`src/omf_cfg.svh`:
```
// Constants of the operating-mode and wake controller
// Overview of operation
// [RULE1] Normal to Sleep only by host command
// [RULE2] Undervolt or restart-overvolt at Sleep entry: Restart
// [RULE3] Thermal or failsafe-overvolt at Sleep entry: Fail-Safe
// [RULE4] Reset output low once Sleep command received
// [RULE5] Sleep with no wake source: error, Restart
// [RULE6] Failures disable high-side outputs and cyclic timers
// [RULE7] Sleep wake events lead to Restart
// [RULE8] Braking low-side short in Sleep: Restart
// [RULE9] Reset output low throughout Restart
// [RULE10] Restart entry and wake cause recorded
// [RULE11] Restart goes to Normal automatically
// [RULE12] Restart exit: long watchdog window, period default
// [RULE13] Fail-Safe exits on wake, thermal clear, short
// [RULE14] Leaving Fail-Safe sets failure bit
// [RULE15] Peripheral faults only flag and interrupt
// [RULE16] Normal/Stop faults cause Restart
// [RULE17] Thermal, regulator short, failsafe-overvolt: Fail-Safe
// [RULE18] Four consecutive watchdog or undervolt failures: Fail-Safe; code counts all four, cleared only on Fail-Safe entry
// [RULE19] Static sense continuous, cyclic only in on-time
// [RULE20] Cyclic sense samples at end of on-phase
// [RULE21] Cyclic wake timer raises periodic interrupts
// [RULE22] Sensed edge: interrupt, or regulator on in Sleep
// [RULE23] Stop to Sleep rejected: error, Restart
// [RULE24] Host clears wake flags, enables a source first
`ifndef OMF_CFG_SVH
`define OMF_CFG_SVH
`define OMF_FAIL_LIMIT 3'h4
`define OMF_RESTART_NS 1000
`define OMF_CLK_NS 5
`define OMF_RESTART_CYC ((`OMF_RESTART_NS + `OMF_CLK_NS - 1) / `OMF_CLK_NS)
`define OMF_TSD_FILT_CYC 200000000
`define OMF_CMD_NONE 2'h0
`define OMF_CMD_NORMAL 2'h1
`define OMF_CMD_STOP 2'h2
`define OMF_CMD_SLEEP 2'h3
`define OMF_WK_BUS 0
`define OMF_WK_PIN 1
`define OMF_WK_CSENSE 2
`define OMF_WK_CWAKE 3
`define OMF_WK_LSSHORT 4
`endif

```
`src/omf_pkg.sv`:
```
// Types of the operating-mode and wake controller
package omf_pkg;
    typedef enum logic [2:0] {
        OMF_NORMAL = 3'h0,
        OMF_STOP = 3'h1,
        OMF_SLEEP = 3'h3,
        OMF_RESTART = 3'h2,
        OMF_FAILSAFE = 3'h6
    } omf_mode_e;
endpackage : omf_pkg

```
`src/omf_mode_ctrl.sv`:
```
// Operating-mode, fault reaction and wake controller
`timescale 1ns/10ps
`default_nettype none
`include "omf_cfg.svh"
module omf_mode_ctrl
    import omf_pkg::*;
#(
    parameter int TSD_FILT_CYC = `OMF_TSD_FILT_CYC,
    parameter int CWAKE_PERIOD = 1000,
    parameter int CWAKE_ON = 100
) (
    input wire logic i_clock,
    input wire logic i_rst_n,
    input wire logic [1:0] i_mode_cmd,
    input wire logic i_mode_cmd_valid,
    input wire logic [4:0] i_wake_src_en,
    input wire logic i_cyclic_sense_en,
    input wire logic i_cyclic_wake_en,
    input wire logic i_wake_input_pin,
    input wire logic i_bus_wake,
    input wire logic i_ls_short_braking,
    input wire logic i_main_reg_undervolt,
    input wire logic i_main_reg_overvolt,
    input wire logic i_main_reg_overvolt_reaction_sel,
    input wire logic i_main_reg_short_gnd,
    input wire logic i_thermal_shutdown_stage_two,
    input wire logic i_wd_fail,
    input wire logic i_periph_fault,
    input wire logic i_hs_fault,
    input wire logic i_status_clear,
    output logic [2:0] o_mode,
    output logic o_reset_out_low_active,
    output logic o_irq_out_low_active,
    output logic o_spi_fail,
    output logic o_restart_flag,
    output logic o_failure_flag,
    output logic [4:0] o_wake_status,
    output logic o_periph_fault_flag,
    output logic o_high_side_output,
    output logic o_main_regulator_on,
    output logic o_wd_long_window,
    output logic o_wd_period_default
);
    localparam logic [15:0] RESTART_CYC = 16'(`OMF_RESTART_CYC);

    omf_mode_e mode_q;
    omf_mode_e mode_d;
    logic [15:0] rst_cnt_q;
    logic [15:0] rst_cnt_d;
    logic [31:0] tsd_cnt_q;
    logic [31:0] tsd_cnt_d;
    logic [31:0] cw_cnt_q;
    logic [31:0] cw_cnt_d;
    logic [2:0] wd_cnt_q;
    logic [2:0] wd_cnt_d;
    logic [2:0] uv_cnt_q;
    logic [2:0] uv_cnt_d;
    logic sleep_cmd_q;
    logic sleep_cmd_d;
    logic spi_fail_q;
    logic spi_fail_d;
    logic restart_q;
    logic restart_d;
    logic failure_q;
    logic failure_d;
    logic [4:0] wake_status_reg_q;
    logic [4:0] wake_status_reg_d;
    logic pf_q;
    logic pf_d;
    logic irq_q;
    logic irq_d;
    logic uv_prev_q;
    logic hs_dis_q;
    logic hs_dis_d;
    logic wd_win_q;
    logic wd_win_d;
    logic on_phase;
    logic pin_wake;
    logic cw_tick;
    logic [4:0] wk_evt;
    logic fs_fault;
    logic rs_fault;
    logic uv_rise;

    ////////////////////////////////////////////////////////////////////////////
    // Wake timers
    assign on_phase = i_cyclic_sense_en && !hs_dis_q && (cw_cnt_q < 32'(CWAKE_ON));
    assign cw_tick = i_cyclic_wake_en && !hs_dis_q && (cw_cnt_q == 32'(CWAKE_PERIOD - 1));

    omf_wake_sense u_sense (
        .i_clock(i_clock),
        .i_rst_n(i_rst_n),
        .i_wake_input_pin(i_wake_input_pin),
        .i_cyclic_sense_en(i_cyclic_sense_en),
        .i_on_phase(on_phase),
        .o_wake_event(pin_wake),
        .o_level()
    );

    // Static and cyclic sense share the pin; the cause bit follows the mode
    always_comb begin
        wk_evt = 5'h0;
        wk_evt[`OMF_WK_BUS] = i_bus_wake;
        wk_evt[`OMF_WK_PIN] = pin_wake && !i_cyclic_sense_en;
        wk_evt[`OMF_WK_CSENSE] = pin_wake && i_cyclic_sense_en;
        wk_evt[`OMF_WK_CWAKE] = cw_tick; // [RULE21]
        wk_evt[`OMF_WK_LSSHORT] = i_ls_short_braking;
    end

    assign uv_rise = i_main_reg_undervolt && !uv_prev_q;
    assign fs_fault = i_thermal_shutdown_stage_two || i_main_reg_short_gnd
        || (i_main_reg_overvolt && i_main_reg_overvolt_reaction_sel); // [RULE17]
    assign rs_fault = i_main_reg_undervolt || i_wd_fail
        || (i_main_reg_overvolt && !i_main_reg_overvolt_reaction_sel); // [RULE16]

    ////////////////////////////////////////////////////////////////////////////
    // Mode machine
    always_comb begin
        mode_d = mode_q;
        rst_cnt_d = rst_cnt_q;
        tsd_cnt_d = tsd_cnt_q;
        cw_cnt_d = (cw_cnt_q >= 32'(CWAKE_PERIOD - 1)) ? 32'h0 : cw_cnt_q + 32'h1;
        wd_cnt_d = i_wd_fail ? wd_cnt_q + 3'h1 : wd_cnt_q;
        uv_cnt_d = uv_rise ? uv_cnt_q + 3'h1 : uv_cnt_q;
        sleep_cmd_d = 1'b0;
        spi_fail_d = spi_fail_q && !i_status_clear;
        restart_d = restart_q && !i_status_clear;
        failure_d = failure_q && !i_status_clear;
        wake_status_reg_d = i_status_clear ? 5'h0 : wake_status_reg_q;
        pf_d = (pf_q && !i_status_clear) || i_periph_fault || i_hs_fault; // [RULE15]
        irq_d = 1'b0;
        hs_dis_d = hs_dis_q;
        wd_win_d = 1'b0;
        if (!i_cyclic_sense_en && !i_cyclic_wake_en) begin
            hs_dis_d = 1'b0;
        end
        if (i_hs_fault || fs_fault || rs_fault) begin
            hs_dis_d = 1'b1; // [RULE6]
        end
        case (mode_q)
            OMF_NORMAL, OMF_STOP: begin
                irq_d = i_periph_fault || i_hs_fault || pin_wake || cw_tick; // [RULE15] [RULE22]
                wake_status_reg_d = wake_status_reg_d | (wk_evt & i_wake_src_en);
                if (fs_fault || wd_cnt_d >= `OMF_FAIL_LIMIT
                        || uv_cnt_d >= `OMF_FAIL_LIMIT) begin // [RULE18]
                    mode_d = OMF_FAILSAFE;
                end else if (rs_fault) begin
                    mode_d = OMF_RESTART;
                end else if (i_mode_cmd_valid) begin
                    if (i_mode_cmd == `OMF_CMD_SLEEP) begin // [RULE1]
                        sleep_cmd_d = 1'b1;
                        if (mode_q == OMF_STOP || i_wake_src_en == 5'h0) begin
                            spi_fail_d = 1'b1; // [RULE5] [RULE23]
                            mode_d = OMF_RESTART;
                        end else begin
                            mode_d = OMF_SLEEP;
                        end
                    end else if (i_mode_cmd == `OMF_CMD_STOP && mode_q == OMF_NORMAL) begin
                        mode_d = OMF_STOP;
                    end else if (i_mode_cmd == `OMF_CMD_NORMAL) begin
                        mode_d = OMF_NORMAL;
                    end
                end
            end
            OMF_SLEEP: begin
                wake_status_reg_d = wake_status_reg_d | (wk_evt & i_wake_src_en);
                if (fs_fault) begin
                    mode_d = OMF_FAILSAFE; // [RULE3]
                end else if (rs_fault) begin
                    mode_d = OMF_RESTART; // [RULE2]
                end else if (|(wk_evt & i_wake_src_en) || i_ls_short_braking) begin
                    mode_d = OMF_RESTART; // [RULE7] [RULE8]
                end
            end
            OMF_RESTART: begin
                rst_cnt_d = rst_cnt_q + 16'h1;
                if (fs_fault) begin
                    mode_d = OMF_FAILSAFE;
                end else if (rst_cnt_q >= RESTART_CYC - 16'h1) begin
                    mode_d = OMF_NORMAL; // [RULE11]
                    wd_win_d = 1'b1; // [RULE12]
                end
            end
            default: begin
                hs_dis_d = 1'b1;
                wake_status_reg_d = wake_status_reg_d | (wk_evt & 5'h13);
                if (i_thermal_shutdown_stage_two) begin
                    tsd_cnt_d = 32'h0;
                end else if (tsd_cnt_q < 32'(TSD_FILT_CYC)) begin
                    tsd_cnt_d = tsd_cnt_q + 32'h1;
                end
                if (!i_main_reg_short_gnd && (i_bus_wake || pin_wake || i_ls_short_braking
                        || tsd_cnt_q >= 32'(TSD_FILT_CYC))) begin
                    mode_d = OMF_RESTART; // [RULE13]
                    failure_d = 1'b1; // [RULE14]
                end
            end
        endcase
        if (mode_d == OMF_RESTART && mode_q != OMF_RESTART) begin
            restart_d = 1'b1; // [RULE10]
            rst_cnt_d = 16'h0;
        end
        if (mode_d == OMF_FAILSAFE && mode_q != OMF_FAILSAFE) begin
            tsd_cnt_d = 32'h0;
            wd_cnt_d = 3'h0;
            uv_cnt_d = 3'h0;
        end
        if (mode_d == OMF_NORMAL && mode_q == OMF_RESTART) begin
            wd_cnt_d = wd_cnt_q;
        end
    end

    always_ff @(posedge i_clock) begin
        if (!i_rst_n) begin
            mode_q <= OMF_NORMAL;
            rst_cnt_q <= 16'h0;
            tsd_cnt_q <= 32'h0;
            cw_cnt_q <= 32'h0;
            wd_cnt_q <= 3'h0;
            uv_cnt_q <= 3'h0;
            sleep_cmd_q <= 1'b0;
            spi_fail_q <= 1'b0;
            restart_q <= 1'b0;
            failure_q <= 1'b0;
            wake_status_reg_q <= 5'h0;
            pf_q <= 1'b0;
            irq_q <= 1'b0;
            uv_prev_q <= 1'b0;
            hs_dis_q <= 1'b1;
            wd_win_q <= 1'b0;
        end else begin
            mode_q <= mode_d;
            rst_cnt_q <= rst_cnt_d;
            tsd_cnt_q <= tsd_cnt_d;
            cw_cnt_q <= cw_cnt_d;
            wd_cnt_q <= wd_cnt_d;
            uv_cnt_q <= uv_cnt_d;
            sleep_cmd_q <= sleep_cmd_d;
            spi_fail_q <= spi_fail_d;
            restart_q <= restart_d;
            failure_q <= failure_d;
            wake_status_reg_q <= wake_status_reg_d;
            pf_q <= pf_d;
            irq_q <= irq_d;
            uv_prev_q <= i_main_reg_undervolt;
            hs_dis_q <= hs_dis_d;
            wd_win_q <= wd_win_d;
        end
    end

    ////////////////////////////////////////////////////////////////////////////
    // Outputs
    assign o_mode = mode_q;
    // Reset also drops with the sleep command so the host sees it at once
    assign o_reset_out_low_active = !(mode_q == OMF_RESTART || mode_q == OMF_SLEEP
        || mode_q == OMF_FAILSAFE || sleep_cmd_q); // [RULE4] [RULE9]
    assign o_irq_out_low_active = !irq_q;
    assign o_spi_fail = spi_fail_q;
    assign o_restart_flag = restart_q;
    assign o_failure_flag = failure_q;
    assign o_wake_status = wake_status_reg_q;
    assign o_periph_fault_flag = pf_q;
    assign o_high_side_output = on_phase;
    assign o_main_regulator_on = !(mode_q == OMF_SLEEP || mode_q == OMF_FAILSAFE);
    assign o_wd_long_window = wd_win_q;
    assign o_wd_period_default = wd_win_q;

    AST_NO_SELF_SLEEP: assert property (@(posedge i_clock) disable iff (!i_rst_n)
        ($past(mode_q) == OMF_NORMAL && mode_q == OMF_SLEEP) |-> $past(i_mode_cmd_valid))
        else $error("sleep entered without command"); // [RULE1]
    AST_SLEEP_RST_LOW: assert property (@(posedge i_clock) disable iff (!i_rst_n)
        (i_mode_cmd_valid && i_mode_cmd == `OMF_CMD_SLEEP && mode_q == OMF_NORMAL
            && !rs_fault && !fs_fault && wd_cnt_d < 3'h4 && uv_cnt_d < 3'h4)
        |=> !o_reset_out_low_active)
        else $error("reset not low after sleep command"); // [RULE4]
    AST_NO_SRC_FAIL: assert property (@(posedge i_clock) disable iff (!i_rst_n)
        (mode_q == OMF_NORMAL && i_mode_cmd_valid && i_mode_cmd == `OMF_CMD_SLEEP
            && i_wake_src_en == 5'h0 && !rs_fault && !fs_fault && wd_cnt_d < 3'h4
            && uv_cnt_d < 3'h4) |=> (o_spi_fail && mode_q == OMF_RESTART))
        else $error("sleep without wake source not rejected"); // [RULE5]
    AST_STOP_SLEEP: assert property (@(posedge i_clock) disable iff (!i_rst_n)
        ($past(mode_q) == OMF_STOP) |-> mode_q != OMF_SLEEP)
        else $error("stop went to sleep"); // [RULE23]
    AST_RESTART_RST: assert property (@(posedge i_clock) disable iff (!i_rst_n)
        mode_q == OMF_RESTART |-> !o_reset_out_low_active)
        else $error("reset high in restart"); // [RULE9]
    AST_RESTART_FLAG: assert property (@(posedge i_clock) disable iff (!i_rst_n)
        ($rose(mode_q == OMF_RESTART) && !$past(i_status_clear)) |-> o_restart_flag)
        else $error("restart entry not recorded"); // [RULE10]
    AST_RESTART_EXIT: assert property (@(posedge i_clock) disable iff (!i_rst_n)
        ($past(mode_q) == OMF_RESTART && mode_q == OMF_NORMAL) |-> o_wd_long_window)
        else $error("no long window at restart exit"); // [RULE12]
    AST_FS_FAILURE: assert property (@(posedge i_clock) disable iff (!i_rst_n)
        ($past(mode_q) == OMF_FAILSAFE && mode_q != OMF_FAILSAFE) |-> o_failure_flag)
        else $error("failure bit not set on fail-safe exit"); // [RULE14]
    AST_FS_ENTRY: assert property (@(posedge i_clock) disable iff (!i_rst_n)
        (mode_q == OMF_NORMAL && i_main_reg_short_gnd) |=> mode_q == OMF_FAILSAFE)
        else $error("regulator short did not enter fail-safe"); // [RULE17]
    AST_PERIPH_STAY: assert property (@(posedge i_clock) disable iff (!i_rst_n)
        (mode_q == OMF_NORMAL && !rs_fault && !fs_fault && !i_mode_cmd_valid
            && wd_cnt_d < 3'h4 && uv_cnt_d < 3'h4) |=> mode_q == OMF_NORMAL)
        else $error("mode changed without cause"); // [RULE15]
endmodule : omf_mode_ctrl
`default_nettype wire

```
`src/omf_wake_sense.sv`:
```
// Wake input synchroniser and cyclic-sense sampler
`timescale 1ns/10ps
`default_nettype none
`include "omf_cfg.svh"
module omf_wake_sense
    import omf_pkg::*;
(
    input wire logic i_clock,
    input wire logic i_rst_n,
    input wire logic i_wake_input_pin,
    input wire logic i_cyclic_sense_en,
    input wire logic i_on_phase,
    output logic o_wake_event,
    output logic o_level
);
    logic [2:0] sync_q;
    logic [2:0] sync_d;
    logic level_q;
    logic level_d;
    logic on_prev_q;
    logic on_prev_d;
    logic wake_q;
    logic wake_d;
    logic end_of_on;

    assign end_of_on = on_prev_q && !i_on_phase;

    always_comb begin
        sync_d = {sync_q[1:0], i_wake_input_pin};
        on_prev_d = i_on_phase;
        level_d = level_q;
        wake_d = 1'b0;
        if (sync_q[2] == sync_q[1]) begin
            // Static sense sees every settled change; cyclic only at on-phase end
            if (!i_cyclic_sense_en) begin // [RULE19]
                level_d = sync_q[2];
                wake_d = (sync_q[2] != level_q);
            end else if (end_of_on) begin // [RULE20]
                level_d = sync_q[2];
                wake_d = (sync_q[2] != level_q); // [RULE22]
            end
        end
    end

    always_ff @(posedge i_clock) begin
        if (!i_rst_n) begin
            sync_q <= 3'h0;
            level_q <= 1'b0;
            on_prev_q <= 1'b0;
            wake_q <= 1'b0;
        end else begin
            sync_q <= sync_d;
            level_q <= level_d;
            on_prev_q <= on_prev_d;
            wake_q <= wake_d;
        end
    end

    assign o_wake_event = wake_q;
    assign o_level = level_q;

    AST_CYC_ONLY_END: assert property (@(posedge i_clock) disable iff (!i_rst_n)
        (i_cyclic_sense_en && !$past(end_of_on) && $past(i_cyclic_sense_en)) |-> !o_wake_event)
        else $error("cyclic wake outside on-phase end"); // [RULE20]
endmodule : omf_wake_sense
`default_nettype wire

```
`config.mk`:
```
export PLATFORM = sky130hd
export DESIGN_NAME = omf_mode_ctrl
export DESIGN_NICKNAME = d
export VERILOG_FILES = /design/src/omf_pkg.sv /design/src/omf_mode_ctrl.sv /design/src/omf_wake_sense.sv
export VERILOG_INCLUDE_DIRS = /design/src
export SDC_FILE = /design/constraint.sdc
export NUM_CORES = 1
export LEC_CHECK = 0
export BUFFER_PORTS_ARGS = -buffer_cell sky130_fd_sc_hd__buf_2
export CAP_MARGIN = 15
export CORE_MARGIN = 2
export CORE_UTILIZATION = 45
export CTS_CLUSTER_DIAMETER = 40
export CTS_CLUSTER_SIZE = 12
export DETAILED_ROUTE_END_ITERATION = 12
export PLACE_DENSITY = 0.64
export SLEW_MARGIN = 20
export SYNTH_ARGS = -nofsm -noshare
export SYNTH_HDL_FRONTEND = slang
export SYNTH_SLANG_ARGS = --single-unit
```
`constraint.sdc`:
```
create_clock -name i_clock -period 3.2 [get_ports i_clock]
set_input_delay 0.64 -clock i_clock [delete_from_list [all_inputs] [get_ports i_clock]]
set_output_delay 0.64 -clock i_clock [all_outputs]
set_load 0.01 [all_outputs]
```
==> results.json <==
{
  "status": "finished clean",
  "h-tree-depth": 3,
  "antennaDiodeCount": 0,
  "netlist_top_cells_area": "dfxtp_1, a21oi_1, or4_1",
  "die_h_um": 108,
  "grt_max_degree": 51,
  "ir_worst_vdd_mv": 0.354,
  "hold_path.class": "reg -> reg",
  "antenna_found_initial": 0,
  "cts_root_buffer": "clkbuf_8",
  "grt_pass1_vias": 3768,
  "r2r_end": "rst_cnt_q[1]",
  "p_leak_nw": 1.85,
  "synth-edff-count": 0,
  "layout_commonest_cell": "dfxtp_1",
  "power.density_mw_per_mm2": 438,
  "synth_area_mm2": 0.00487,
  "port_buffers": 41,
  "p_switching_mw": 0.602,
  "cp_data_arrival_time_ns": 2.91,
  "clock.fmax_mhz": 370,
  "worst-r2r-setup-slack_ns": 0.49,
  "syn_to_final_growth_pct": 11.6,
  "switching_share": 0.253,
  "slew_violations": 0,
  "post_cts_resized": 0,
  "synthFlopType": "dfxtp_1",
  "setup_viol": 0,
  "io_pins": 42,
  "numCtsBuffers": 9,
  "critPathLaunchType": "flop",
  "cp-startpoint": "cw_cnt_q[11]",
  "final.setup.tns_ns": 0,
  "clkTransAtPathRegs_ns": 0.10,
  "required_ns": 3.41,
  "holdWs_ns": 0.445,
  "hold_viol_final": 0,
  "worstMarginPinSlew_ns": 0.906,
  "drt_iter0_markers": 240,
  "ctsHoldBuffers": 0,
  "layout.nets": 624,
  "antenna_left": 0,
  "p_comb_frac": 0.072,
  "route.detailed.drc": 0,
  "layout_common_cells": "dfxtp_1, nand2_1, a21oi_1, buf_2, nor2_1",
  "dp_hpwl_um": 7400,
  "internal-power_mw": 1.78,
  "synthDominantCellAreaShare": 0.448,
  "r2r-start": "cw_cnt_q[11]",
  "r2r_cells": 7,
  "syn-instance-count": 540,
  "grt-ovfl-total": 0,
  "grt_use_total": 0.189,
  "synth.avg_cell_area_um2": 9.02,
  "ys_seq_elements": 109,
  "design.core.area_mm2": 0.0104,
  "max-slew-margin-rel": 0.394,
  "period_needed_ns": 2.71,
  "rows": 37,
  "synth-async-reset-ratio": 0,
  "period_share": 0.845,
  "cts_sinks": 109,
  "cts_tree": "yes",
  "grt_first_pass_wirelength_um": 17700,
  "critPathCaptureType": "flop",
  "synth_top_area_cell": "dfxtp_1",
  "synth.distinct_cells": 57,
  "cp-endpoint": "rst_cnt_q[1]",
  "vias_per_cell": 5.56,
  "totalWireLength_um": 10600,
  "initial_core_util": 0.467,
  "ys_warn_count": 0,
  "die_w_um": 108,
  "post_cts_buffers": 0,
  "path_class": "reg -> reg",
  "yosysSeqAreaShare": 0.448,
  "crit_fanout": 16,
  "drive_gt1_frac": 0.144,
  "seqPwrFrac": 0.590,
  "cts_buffer_depth": 2,
  "dieArea_mm2": 0.0117,
  "finalClockSkew_ns": 0.0151,
  "drt_pass1_iterations": 4,
  "gp_congestion": 0.864,
  "pwr-share-clk": 0.338,
  "num_vias": 4087,
  "cap_violations": 0,
  "rsz0062_at_grt": "false",
  "wl_per_cell_um": 14.4,
  "clk_latency_ns": 0.38
}
-- how the worst min path moves through the flow --
stage                      start                end  slack (ns)  depth (start not counted)
2_1_floorplan  u_sense.sync_q[0]  u_sense.sync_q[1]        0.41                          1
3_3_place_gp   u_sense.sync_q[0]  u_sense.sync_q[1]        0.42                          1
3_5_place_dp   u_sense.sync_q[0]  u_sense.sync_q[1]        0.43                          1
4_1_cts         i_wake_input_pin  u_sense.sync_q[0]        0.45                          2
5_1_grt         i_wake_input_pin  u_sense.sync_q[0]        0.45                          2
6_report       u_sense.sync_q[0]  u_sense.sync_q[1]        0.44                          1
-- cells by family (layout without fill, tap and decap cells) --
kind of cell | count (synthesis) | after routing | share of synthesized area
compound gates | 120 | 120 | 0.174
buf+inv | 43 | 81 | 0.0401
xor+xnor | 28 | 28 | 0.0504
simple gates | 229 | 229 | 0.262
mux | 4 | 4 | 0.00848
other cells | 1 | 22 | 0.000770
fa+ha+maj | 6 | 6 | 0.0154
flops | 109 | 109 | 0.448
-- through the flow --
stage | cells | setup slack (ns) | cell area [um2] | total power [mW] | utilization
global route | 735 | 0.224 | 5440 | 2.49 | 0.522
floorplan | 561 | 0.853 | 4950 | 1.54 | -
detailed placement | 719 | 0.307 | 5240 | 1.61 | 0.503
finish | 735 | 0.495 | 5440 | 2.38 | 0.522
CTS | 735 | 0.471 | 5440 | 2.41 | 0.522
global placement | 719 | 0.400 | 5240 | 1.60 | 0.503
-- power by group through the flow --
stage          clock (mW)  sequential, mW  combinational, mW
2_1_floorplan           0            1.43              0.109
3_3_place_gp            0            1.43              0.169
3_5_place_dp            0            1.44              0.171
4_1_cts             0.837            1.40              0.172
5_1_grt             0.889            1.41              0.191
6_report            0.805            1.40              0.171
-- synthesized netlist by cell type (4+ instances only) --
cell type  count
a211oi_1       7
a211oi_2       9
a21oi_1       42
and2_1        11
and3_1        10
and4_1         4
clkbuf_1      18
dfxtp_1      109
ha_1           6
inv_1         17
nand2_1       42
nand2b_1       9
nand3_1       26
nand4_1       13
nor2_1        40
nor3_1        13
nor4_1        14
nor4_2         4
o211ai_1       8
o21a_1         4
o21ai_0        9
o31ai_1       23
or4_1         25
xnor2_1       14
xor2_1        14
-- critical path: stages, from the launching register on --
cell      delay, ns
dfxtp_1        0.32
nor4_2         0.33
nand4b_1       0.25
nor4_1         0.35
buf_4          0.19
o221ai_1       0.14
a211oi_4       0.74
a221oi_1       0.21
-- layer usage --
layer / wire, um / track usage / up-vias
li1: - / - / 2076
met5: 0 / 0 / -
met1: 5050 / 0.242 / 1942
met3: 409 / 0.0458 / 14
met2: 4970 / 0.313 / 55
met4: 147 / 0.0641 / 0
-- flip-flops by register name, indices dropped and copies added (netlist names) --
name,count
o_restart_flag,1
o_periph_fault_flag,1
o_spi_fail,1
hs_dis_q,1
uv_cnt_q,3
o_mode,3
u_sense.o_wake_event,1
u_sense.on_prev_q,1
o_wd_long_window,1
u_sense.sync_q,3
o_wake_status,5
o_failure_flag,1
wd_cnt_q,3
tsd_cnt_q,32
rst_cnt_q,16
sleep_cmd_q,1
irq_q,1
u_sense.o_level,1
cw_cnt_q,32
uv_prev_q,1
-- cell type report --
| class | count | area [um2] |
|---|---|---|
| Clock buffer | 11 | 151 |
| Clock inverter | 5 | 40.0 |
| Tap cell | 136 | 170 |
| Multi-Input combinational cell | 409 | 2570 |
| Fill cell | 1022 | 4980 |
| Sequential cell | 109 | 2180 |
| Timing Repair Buffer | 48 | 258 |
| Inverter | 17 | 63.8 |
(Power assumes the default switching activity.)
